## src/rtl/lpmcc_consts.vh

```
// constants for the low power mode clock control block
// Overview of operation
// - speed-up bit high runs slow crystal fast-start; low runs it low-power
// - speed-up bit frozen while slow crystal is the system clock source
// - setting crystal enable clears the stable flag; flag sets once stable
// - stable flag rises after 1024 crystal clocks from enable
// - crystal control bits 7..3 read zero; flag read-only; others r/w reset 0
// - crystal control bit 0 enables the slow crystal oscillator
// - writing 111 to clock select in full-speed mode enters slow mode
// - slow mode entry completes only once the selected slow oscillator is stable
// - writing 000..110 in slow mode returns to fast clock divided 1..64
// - halt with both keep-in-idle bits 0 enters sleep, core clock stops
// - halt with low keep 1, high keep 0 enters idle_sub_only: fast off, sub on
// - halt with both keep bits 1 enters idle_both_clocks: both clocks run
// - halt with high keep 1, low keep 0 enters idle_fast_only: fast on, sub off unless the watchdog is enabled
// - entering sleep or idle holds memory, registers and port states
// - entering sleep or idle sets power-down flag and clears time-out flag
// - entering sleep or idle clears watchdog; it runs on only if enabled
// - clock select 000..110 pick fast clock /1../64, 111 picks sub clock
// - low source select 0 picks slow rc, 1 picks slow crystal
`ifndef LPMCC_CONSTS_VH
`define LPMCC_CONSTS_VH
`define LPMCC_ADDR_SYS_CLK_CTRL 8'h00
`define LPMCC_ADDR_XTAL_CTRL 8'h01
`define LPMCC_ADDR_STATUS 8'h02
`define LPMCC_CKS_HI 7
`define LPMCC_CKS_LO 5
`define LPMCC_FHS_BIT 3
`define LPMCC_FSS_BIT 2
`define LPMCC_HKEEP_BIT 1
`define LPMCC_LKEEP_BIT 0
`define LPMCC_XSP_BIT 2
`define LPMCC_XEN_BIT 0
`define LPMCC_CKS_SUB 3'h7
`define LPMCC_SCC_RESET 8'h00
`define LPMCC_XTAL_STABLE_CLKS 1024
`define LPMCC_M_NORMAL 6'h01
`define LPMCC_M_SLOW 6'h02
`define LPMCC_M_SLEEP 6'h04
`define LPMCC_M_IDLE_SUB_ONLY 6'h08
`define LPMCC_M_IDLE_BOTH_CLOCKS 6'h10
`define LPMCC_M_IDLE_FAST_ONLY 6'h20
`endif

```

## src/rtl/lpmcc_clk_div.v

```verilog
// glitch-free power-of-two divider working on a one-cycle enable
module lpmcc_clk_div #(
   parameter CNT_W = 6
) (
   input wire sysClk,
   input wire rst,
   input wire tickIn,
   input wire [2:0] ratioSel,
   input wire restart,
   output reg tickOut
);
   reg [CNT_W-1:0] cnt_q;
   reg [2:0] selEff_q;
   wire [CNT_W-1:0] lastCnt;
   wire wrap;

   assign lastCnt = (({{(CNT_W-1){1'b0}}, 1'b1}) << selEff_q) - {{(CNT_W-1){1'b0}}, 1'b1};
   assign wrap = tickIn && (cnt_q == lastCnt);

   // a new ratio takes effect at a wrap or on restart; only a restart cuts a period short
   always @(posedge sysClk or posedge rst) begin
      if (rst) begin
         cnt_q <= {CNT_W{1'b0}};
         selEff_q <= 3'h0;
         tickOut <= 1'b0;
      end else if (restart) begin
         cnt_q <= {CNT_W{1'b0}};
         selEff_q <= ratioSel;
         tickOut <= 1'b0;
      end else begin
         tickOut <= wrap;
         if (wrap) begin
            cnt_q <= {CNT_W{1'b0}};
            selEff_q <= ratioSel;
         end else if (tickIn) begin
            cnt_q <= cnt_q + {{(CNT_W-1){1'b0}}, 1'b1};
         end
      end
   end
endmodule

```

## src/rtl/lpmcc_top.v

```verilog
// clock source and power mode control: registers, mode machine, clock enables
`include "lpmcc_consts.vh"
module lpmcc_top #(
   parameter XTAL_STABLE_CLKS = `LPMCC_XTAL_STABLE_CLKS
) (
   input wire sys_clk,
   input wire rst,
   input wire [7:0] regAddr,
   input wire [7:0] regWdata,
   input wire regWe,
   input wire regRe,
   output reg [7:0] regRdata,
   input wire haltExec,
   input wire wakeUp,
   input wire clrWdtExec,
   input wire wdtTimeout,
   input wire wdtEnable,
   input wire highOscEnReq,
   input wire fastOscStablePin,
   input wire xtalClkPin,
   input wire rcClkPin,
   output reg coreClkEn,
   output reg fastClkEn,
   output reg subClkEn,
   output reg cpuRun,
   output reg holdState,
   output reg highOscOn,
   output reg xtalOscOn,
   output reg rcOscOn,
   output reg xtalSpeedup,
   output reg wdtClear,
   output reg wdtRun,
   output reg powerDownFlag,
   output reg wdtTimeoutFlag
);
   localparam NORMAL = `LPMCC_M_NORMAL;
   localparam SLOW = `LPMCC_M_SLOW;
   localparam SLEEP = `LPMCC_M_SLEEP;
   localparam IDLE_SUB_ONLY = `LPMCC_M_IDLE_SUB_ONLY;
   localparam IDLE_BOTH_CLOCKS = `LPMCC_M_IDLE_BOTH_CLOCKS;
   localparam IDLE_FAST_ONLY = `LPMCC_M_IDLE_FAST_ONLY;
   localparam [7:0] SCC_RESET = `LPMCC_SCC_RESET;

   // register state
   reg [2:0] sysClockSelect_q;
   reg fastSrcSelect_q;
   reg lowFreqSourceSelect_q;
   reg highOscKeepInIdle_q;
   reg lowOscKeepInIdle_q;
   reg crystalSpeedup_q;
   reg slowCrystalEnable_q;
   reg slowCrystalStableFlag_q;
   reg [10:0] xtalCnt_q;
   reg [5:0] mode_q;
   reg [5:0] mode_d;
   reg slowPend_q;
   reg srcSub_q;
   reg fssEff_q;

   // pin synchronisers: stage one feeds stage two only
   reg [1:0] fastSync_q;
   reg [1:0] xtalSync_q;
   reg [1:0] rcSync_q;
   reg xtalLast_q;
   reg rcLast_q;

   wire fastStable;
   wire xtalTick;
   wire rcTick;
   wire subTick;
   wire subStable;
   wire fastTick;
   wire divTick;
   wire sclWr;
   wire xtcWr;
   wire halting;
   wire sleepLike;
   wire subOn;
   wire fastOn;
   wire xtalIsSys;
   wire [5:0] runMode;
   wire divRestart;

   always @(posedge sys_clk or posedge rst) begin
      if (rst) begin
         fastSync_q <= 2'h0;
         xtalSync_q <= 2'h0;
         rcSync_q <= 2'h0;
         xtalLast_q <= 1'b0;
         rcLast_q <= 1'b0;
      end else begin
         fastSync_q <= {fastSync_q[0], fastOscStablePin};
         xtalSync_q <= {xtalSync_q[0], xtalClkPin};
         rcSync_q <= {rcSync_q[0], rcClkPin};
         xtalLast_q <= xtalSync_q[1];
         rcLast_q <= rcSync_q[1];
      end
   end

   assign fastStable = fastSync_q[1];
   assign xtalTick = xtalSync_q[1] && !xtalLast_q && slowCrystalEnable_q;
   assign rcTick = rcSync_q[1] && !rcLast_q;
   assign subTick = fssEff_q ? xtalTick : rcTick;
   // slow rc is taken as ready as soon as it runs
   assign subStable = lowFreqSourceSelect_q ? slowCrystalStableFlag_q : 1'b1;
   assign fastTick = highOscOn && fastStable;

   assign sclWr = regWe && (regAddr == `LPMCC_ADDR_SYS_CLK_CTRL);
   assign xtcWr = regWe && (regAddr == `LPMCC_ADDR_XTAL_CTRL);
   assign halting = haltExec && cpuRun;
   assign sleepLike = (mode_q == SLEEP) || (mode_q == IDLE_SUB_ONLY) ||
      (mode_q == IDLE_BOTH_CLOCKS) || (mode_q == IDLE_FAST_ONLY);
   assign runMode = (sysClockSelect_q == `LPMCC_CKS_SUB) ? SLOW : NORMAL;
   assign xtalIsSys = (sysClockSelect_q == `LPMCC_CKS_SUB) && lowFreqSourceSelect_q;
   assign divRestart = !srcSub_q && !fastTick;

   // register writes
   always @(posedge sys_clk or posedge rst) begin
      if (rst) begin
         sysClockSelect_q <= SCC_RESET[`LPMCC_CKS_HI:`LPMCC_CKS_LO];
         fastSrcSelect_q <= 1'b0;
         lowFreqSourceSelect_q <= 1'b0;
         highOscKeepInIdle_q <= 1'b0;
         lowOscKeepInIdle_q <= 1'b0;
         crystalSpeedup_q <= 1'b0;
         slowCrystalEnable_q <= 1'b0;
      end else begin
         if (sclWr) begin
            sysClockSelect_q <= regWdata[`LPMCC_CKS_HI:`LPMCC_CKS_LO];
            fastSrcSelect_q <= regWdata[`LPMCC_FHS_BIT];
            lowFreqSourceSelect_q <= regWdata[`LPMCC_FSS_BIT];
            highOscKeepInIdle_q <= regWdata[`LPMCC_HKEEP_BIT];
            lowOscKeepInIdle_q <= regWdata[`LPMCC_LKEEP_BIT];
         end
         if (xtcWr) begin
            slowCrystalEnable_q <= regWdata[`LPMCC_XEN_BIT];
            // changing drive strength under a running system clock is unsafe
            if (!xtalIsSys) begin
               crystalSpeedup_q <= regWdata[`LPMCC_XSP_BIT];
            end
         end
      end
   end

   // crystal stability counter: counts synchronised crystal edges
   always @(posedge sys_clk or posedge rst) begin
      if (rst) begin
         xtalCnt_q <= 11'h000;
         slowCrystalStableFlag_q <= 1'b0;
      end else if (!slowCrystalEnable_q || (xtcWr && regWdata[`LPMCC_XEN_BIT] &&
            !slowCrystalEnable_q)) begin
         xtalCnt_q <= 11'h000;
         slowCrystalStableFlag_q <= 1'b0;
      end else if (xtalTick && !slowCrystalStableFlag_q) begin
         xtalCnt_q <= xtalCnt_q + 11'h001;
         if (xtalCnt_q == XTAL_STABLE_CLKS[10:0] - 11'h001) begin
            slowCrystalStableFlag_q <= 1'b1;
         end
      end
   end

   // mode machine
   always @* begin
      mode_d = mode_q;
      case (mode_q)
         NORMAL: begin
            if (halting) begin
               case ({highOscKeepInIdle_q, lowOscKeepInIdle_q})
                  2'b00: mode_d = SLEEP;
                  2'b01: mode_d = IDLE_SUB_ONLY;
                  2'b11: mode_d = IDLE_BOTH_CLOCKS;
                  default: mode_d = IDLE_FAST_ONLY;
               endcase
            end else if (slowPend_q && subStable && srcSub_q) begin
               mode_d = SLOW;
            end
         end
         SLOW: begin
            if (halting) begin
               case ({highOscKeepInIdle_q, lowOscKeepInIdle_q})
                  2'b00: mode_d = SLEEP;
                  2'b01: mode_d = IDLE_SUB_ONLY;
                  2'b11: mode_d = IDLE_BOTH_CLOCKS;
                  default: mode_d = IDLE_FAST_ONLY;
               endcase
            end else if (sysClockSelect_q != `LPMCC_CKS_SUB) begin
               mode_d = NORMAL;
            end
         end
         SLEEP, IDLE_SUB_ONLY, IDLE_BOTH_CLOCKS, IDLE_FAST_ONLY: begin
            if (wakeUp) begin
               mode_d = runMode;
            end
         end
         default: mode_d = NORMAL;
      endcase
   end

   always @(posedge sys_clk or posedge rst) begin
      if (rst) begin
         mode_q <= NORMAL;
         slowPend_q <= 1'b0;
         srcSub_q <= 1'b0;
         fssEff_q <= 1'b0;
      end else begin
         mode_q <= mode_d;
         // slow entry waits for the chosen slow oscillator
         slowPend_q <= (sysClockSelect_q == `LPMCC_CKS_SUB) && (mode_q == NORMAL);
         // source swap lands on a sub clock edge so the first sub period is whole
         if (slowPend_q && subStable && subTick && !srcSub_q) begin
            srcSub_q <= 1'b1;
         end else if (mode_d == NORMAL) begin
            srcSub_q <= 1'b0;
         end
         if (!srcSub_q || subTick || !subStable) begin
            fssEff_q <= lowFreqSourceSelect_q;
         end
      end
   end

   lpmcc_clk_div u_div (
      .sysClk(sys_clk),
      .rst(rst),
      .tickIn(fastTick),
      .ratioSel(sysClockSelect_q == `LPMCC_CKS_SUB ? 3'h0 : sysClockSelect_q),
      .restart(divRestart),
      .tickOut(divTick)
   );

   // which oscillators run in each mode
   assign fastOn = (mode_q == NORMAL) || (mode_q == IDLE_BOTH_CLOCKS) || (mode_q == IDLE_FAST_ONLY) ||
      ((mode_q == SLOW) && highOscEnReq);
   // in sleep and idle_fast_only the sub clock lives on only for the watchdog
   assign subOn = (mode_q == NORMAL) || (mode_q == SLOW) || (mode_q == IDLE_SUB_ONLY) ||
      (mode_q == IDLE_BOTH_CLOCKS) || (((mode_q == SLEEP) || (mode_q == IDLE_FAST_ONLY)) && wdtEnable);

   // power-down and time-out flags; a timeout beats a same-cycle clear
   always @(posedge sys_clk or posedge rst) begin
      if (rst) begin
         powerDownFlag <= 1'b0;
         wdtTimeoutFlag <= 1'b0;
      end else begin
         if (halting) begin
            powerDownFlag <= 1'b1;
         end else if (clrWdtExec) begin
            powerDownFlag <= 1'b0;
         end
         if (wdtTimeout) begin
            wdtTimeoutFlag <= 1'b1;
         end else if (halting || clrWdtExec) begin
            wdtTimeoutFlag <= 1'b0;
         end
      end
   end

   // registered outputs
   always @(posedge sys_clk or posedge rst) begin
      if (rst) begin
         coreClkEn <= 1'b0;
         fastClkEn <= 1'b0;
         subClkEn <= 1'b0;
         cpuRun <= 1'b1;
         holdState <= 1'b0;
         highOscOn <= 1'b1;
         xtalOscOn <= 1'b0;
         rcOscOn <= 1'b1;
         xtalSpeedup <= 1'b0;
         wdtClear <= 1'b0;
         wdtRun <= 1'b0;
      end else begin
         cpuRun <= (mode_d == NORMAL) || (mode_d == SLOW);
         holdState <= !((mode_d == NORMAL) || (mode_d == SLOW));
         // the core gets no clock edge after the halt cycle
         coreClkEn <= !sleepLike && !halting &&
            (srcSub_q ? (subTick && subStable) : divTick);
         fastClkEn <= fastOn && fastTick;
         subClkEn <= subOn && subTick;
         highOscOn <= fastOn;
         xtalOscOn <= slowCrystalEnable_q;
         rcOscOn <= !lowFreqSourceSelect_q && subOn;
         xtalSpeedup <= crystalSpeedup_q;
         wdtClear <= halting;
         wdtRun <= wdtEnable;
      end
   end

   // read port: data in the cycle after the strobe
   always @(posedge sys_clk or posedge rst) begin
      if (rst) begin
         regRdata <= 8'h00;
      end else if (regRe) begin
         case (regAddr)
            `LPMCC_ADDR_SYS_CLK_CTRL: regRdata <= {sysClockSelect_q, 1'b0,
               fastSrcSelect_q, lowFreqSourceSelect_q, highOscKeepInIdle_q,
               lowOscKeepInIdle_q};
            `LPMCC_ADDR_XTAL_CTRL: regRdata <= {5'h00, crystalSpeedup_q,
               slowCrystalStableFlag_q, slowCrystalEnable_q};
            `LPMCC_ADDR_STATUS: regRdata <= {mode_q, wdtTimeoutFlag, powerDownFlag};
            default: regRdata <= 8'h00;
         endcase
      end else begin
         regRdata <= 8'h00;
      end
   end
endmodule

```

## config.mk

```make
export PLATFORM = sky130hd
export DESIGN_NAME = lpmcc_top
export DESIGN_NICKNAME = d
export VERILOG_FILES = /design/src/rtl/lpmcc_clk_div.v /design/src/rtl/lpmcc_top.v
export VERILOG_INCLUDE_DIRS = /design/src /design/src/rtl
export SDC_FILE = /design/constraint.sdc
export NUM_CORES = 1
export LEC_CHECK = 0
export BUFFER_PORTS_ARGS = -buffer_cell sky130_fd_sc_hd__buf_2
export CAP_MARGIN = 5
export CORE_MARGIN = 3
export CORE_UTILIZATION = 24
export DETAILED_ROUTE_END_ITERATION = 7
export GPL_ROUTABILITY_DRIVEN = 0
export SLEW_MARGIN = 20
export SYNTH_ARGS = -nofsm -noshare
export SYNTH_HDL_FRONTEND = slang
export SYNTH_SLANG_ARGS = --single-unit
```

## constraint.sdc

```tcl
create_clock -name sys_clk -period 2.65 [get_ports sys_clk]
set_input_delay 0.53 -clock sys_clk [delete_from_list [all_inputs] [get_ports sys_clk]]
set_output_delay 0.53 -clock sys_clk [all_outputs]
set_load 0.02 [all_outputs]
```

==> flow_summary.json <==
{
  "grt_max_degree": 47,
  "pwr-share-seq_pct": 41.2,
  "post-dp-hpwl_um": 5235,
  "setup_viol": 0,
  "design_area_sq_mm": 0.003928,
  "max_freq_ghz": 0.5058,
  "netlist_instances": 297,
  "status": "completed",
  "p_int_mw": 2.213,
  "final_cell_mix": "dfrtp_1, buf_2, nand2_1",
  "cts_tree": "built",
  "drive_above_1_share_pct": 24.07,
  "ys_warn_count": 0,
  "fp.dieH_um": 121.6,
  "pwr-share-clk_pct": 40.2,
  "grtUsageTotal_pct": 10.77,
  "num_rows": 41,
  "grt_pass1_vias": 2501,
  "hold_viol_final": 0,
  "worstReg2RegEnd": "u_div.cnt_q[3]",
  "switching_share_pct": 28.30,
  "drtIter0Drc": 185,
  "io_pins": 50,
  "start_util_pct": 24.99,
  "routedWlPerCell_um": 13.93,
  "regToRegSetupSlack_ns": 0.81,
  "yosysUniqueCellTypes": 57,
  "r2r-start": "highOscOn",
  "cts_made_buffers": 9,
  "cts_setup_buffers": 0,
  "crit_type": "in2reg",
  "nFillCells": 1329,
  "synth_top_flop_cell": "dfrtp_1",
  "place_area_sq_mm": 0.003621,
  "grt_pass1_wl_um": 12450,
  "route.detailed.drc": 0,
  "fp.dieW_um": 121.6,
  "synth_top_cell_area_share_pct": 50.76,
  "ir_drop_mv": 0.3537,
  "reg2reg_depth": 5,
  "fin_crit_sh_pct": 74.61,
  "p_switching_uw": 873.3,
  "synth.largest_area_cell": "dfrtp_1",
  "antenna_found_initial": 0,
  "final_net_count": 376,
  "cts-htree-levels": 3,
  "synth_seq_cells": 69,
  "slew_headroom_pct": 63.24,
  "async_flop_share_pct": 100.0,
  "synth_nets": 328,
  "cts_root_buffer": "clkbuf_16",
  "ctsResizeCount": 0,
  "overflow": 0,
  "syn-cell-area_sq_mm": 0.003204,
  "clockBufferDepth": 2,
  "yosysSeqAreaShare_pct": 54.04,
  "core_area_sq_mm": 0.01282,
  "rsz0062_at_grt": "false",
  "syn_to_final_growth_pct": 22.57,
  "slowest_delay_ns": 0.53,
  "ys_top_cells_by_area": "dfrtp_1, mux2i_1, mux2_2",
  "drv_cap": 0,
  "routed_via_density": 4.568,
  "clkLatencyLatePin_ns": 0.33,
  "clk_pin_slew_ns": 0.06,
  "cts_sinks": 69,
  "pwr-share-comb_pct": 18.7,
  "ant_nets": 0,
  "final_common_cell": "dfrtp_1",
  "routed_wl_um": 7255,
  "skew_ns": 0.007763,
  "crit_slowest_cell": "or4_1",
  "drv_slew": 0,
  "tightest_slew_ns": 0.5443,
  "dr.pass1.iters": 4,
  "tns_ns": 0,
  "power_density_mw_per_mm2": 785.8,
  "endpoint_kind": "flip-flop",
  "required_ns": 2.86,
  "io_buffers": 48,
  "synth.avg_cell_area_sq_um": 10.79,
  "synth_edf_count": 0,
  "hold_buffers": 0,
  "crit_chain": "buf_2, or4_1, nor3_2, and4bb_1, mux2_2",
  "vias": 2380,
  "worst-path-max-fanout": 7,
  "worst-endpoint-arrival_ns": 2.19,
  "hp-class": "in2async",
  "fin_crit_ns": 1.977,
  "startpoint_type": "primary input",
  "die_area_sq_mm": 0.01477,
  "n_antenna_cell": 0,
  "leakagePower_nw": 1.815
}
## registers in the layout (all words and copies together) (netlist names), 2 cells and up
name	count
fastSync_q	2
mode_q	6
rcSync_q	2
regRdata	8
sysClockSelect_q	3
u_div.cnt_q	6
u_div.selEff_q	3
xtalCnt_q	11
xtalSync_q	2
## how the worst max path moves through the flow
stage,startpoint,to,slack (ns),cells after the start
2_1_floorplan,rst,coreClkEn,0.39,1
3_3_place_gp,regAddr[5],sysClockSelect_q[1],0.38,5
3_5_place_dp,regAddr[5],sysClockSelect_q[1],0.34,5
4_1_cts,regAddr[5],sysClockSelect_q[1],0.69,5
5_1_grt,highOscOn,u_div.cnt_q[3],0.62,5
6_report,regAddr[5],sysClockSelect_q[1],0.67,5
## power by group through the flow
stage               logic [mW]  clock network (mW)  registers, mW
global placement         0.573                   0           1.28
detailed placement       0.572                   0           1.29
global route             0.656                1.33           1.29
CTS                      0.580                1.28           1.27
finish                   0.576                1.24           1.27
floorplan                0.380                   0           1.31
## cell type report
class	instances	area (sq um)	share of cell area [%]
Timing Repair Buffer	49	260.3	6.626
Multi-Input combinational cell	208	1384	35.23
Clock buffer	11	232.7	5.925
Tap cell	172	215.2	5.479
Inverter	8	30.03	0.7646
Sequential cell	69	1732	44.09
Clock inverter	4	73.82	1.880
## metal layers
layer / GRT usage (%) / vias up / share of wire [%]
met5: 0 / - / 0
li1: - / 1162 / -
met1: 14.56 / 1137 / 48
met4: 4.482 / 0 / 1.6
met3: 3.668 / 10 / 5.1
met2: 15.79 / 71 / 45
## critical path: cells and delay by family
kind / cells / cell delay (ns)
simple gates: 3 / 1.18
mux: 1 / 0.38
buf+inv: 1 / 0.09
## kinds of logic (layout without fill, tap and decap cells)
family          after synthesis  count (layout)  synth area share, %
compound gates               52              52                11.87
xor+xnor                     13              13                3.553
fa+ha+maj                     2               2               0.7808
buf+inv                      20              72                2.772
flops                        69              69                54.04
mux                          22              22                7.263
simple gates                119             119                19.72
## per-stage QoR
stage	setup WS, ns	utilization, %	hold WS, ns	total power [mW]	instances
floorplan	0.3868	-	0.3312	1.688	297
global placement	0.3824	28.23	0.3351	1.858	506
detailed placement	0.3380	28.23	0.3363	1.859	506
CTS	0.6920	30.62	0.2645	3.129	521
global route	0.6189	30.62	0.2858	3.272	521
finish	0.6728	30.62	0.2487	3.086	521
## cell usage after synthesis (3+ instances only)
| cell type | number |
|---|---|
| dfrtp_1 | 65 |
| nand2_1 | 27 |
| nor2_1 | 23 |
| mux2i_1 | 12 |
| and2_1 | 11 |
| nand3_1 | 11 |
| mux2_2 | 10 |
| a21oi_1 | 9 |
| nor3_1 | 9 |
| and3_1 | 8 |
| inv_1 | 8 |
| xnor2_1 | 8 |
| nor2b_1 | 7 |
| clkbuf_1 | 6 |
| buf_2 | 5 |
| o21ai_0 | 5 |
| xor2_1 | 5 |
| dfstp_2 | 4 |
| o22ai_1 | 4 |
| o2bb2ai_1 | 4 |
| a211oi_1 | 3 |
| a32o_1 | 3 |
| nand2b_1 | 3 |
| nor4_1 | 3 |
Power figures use the tool's default switching activity.
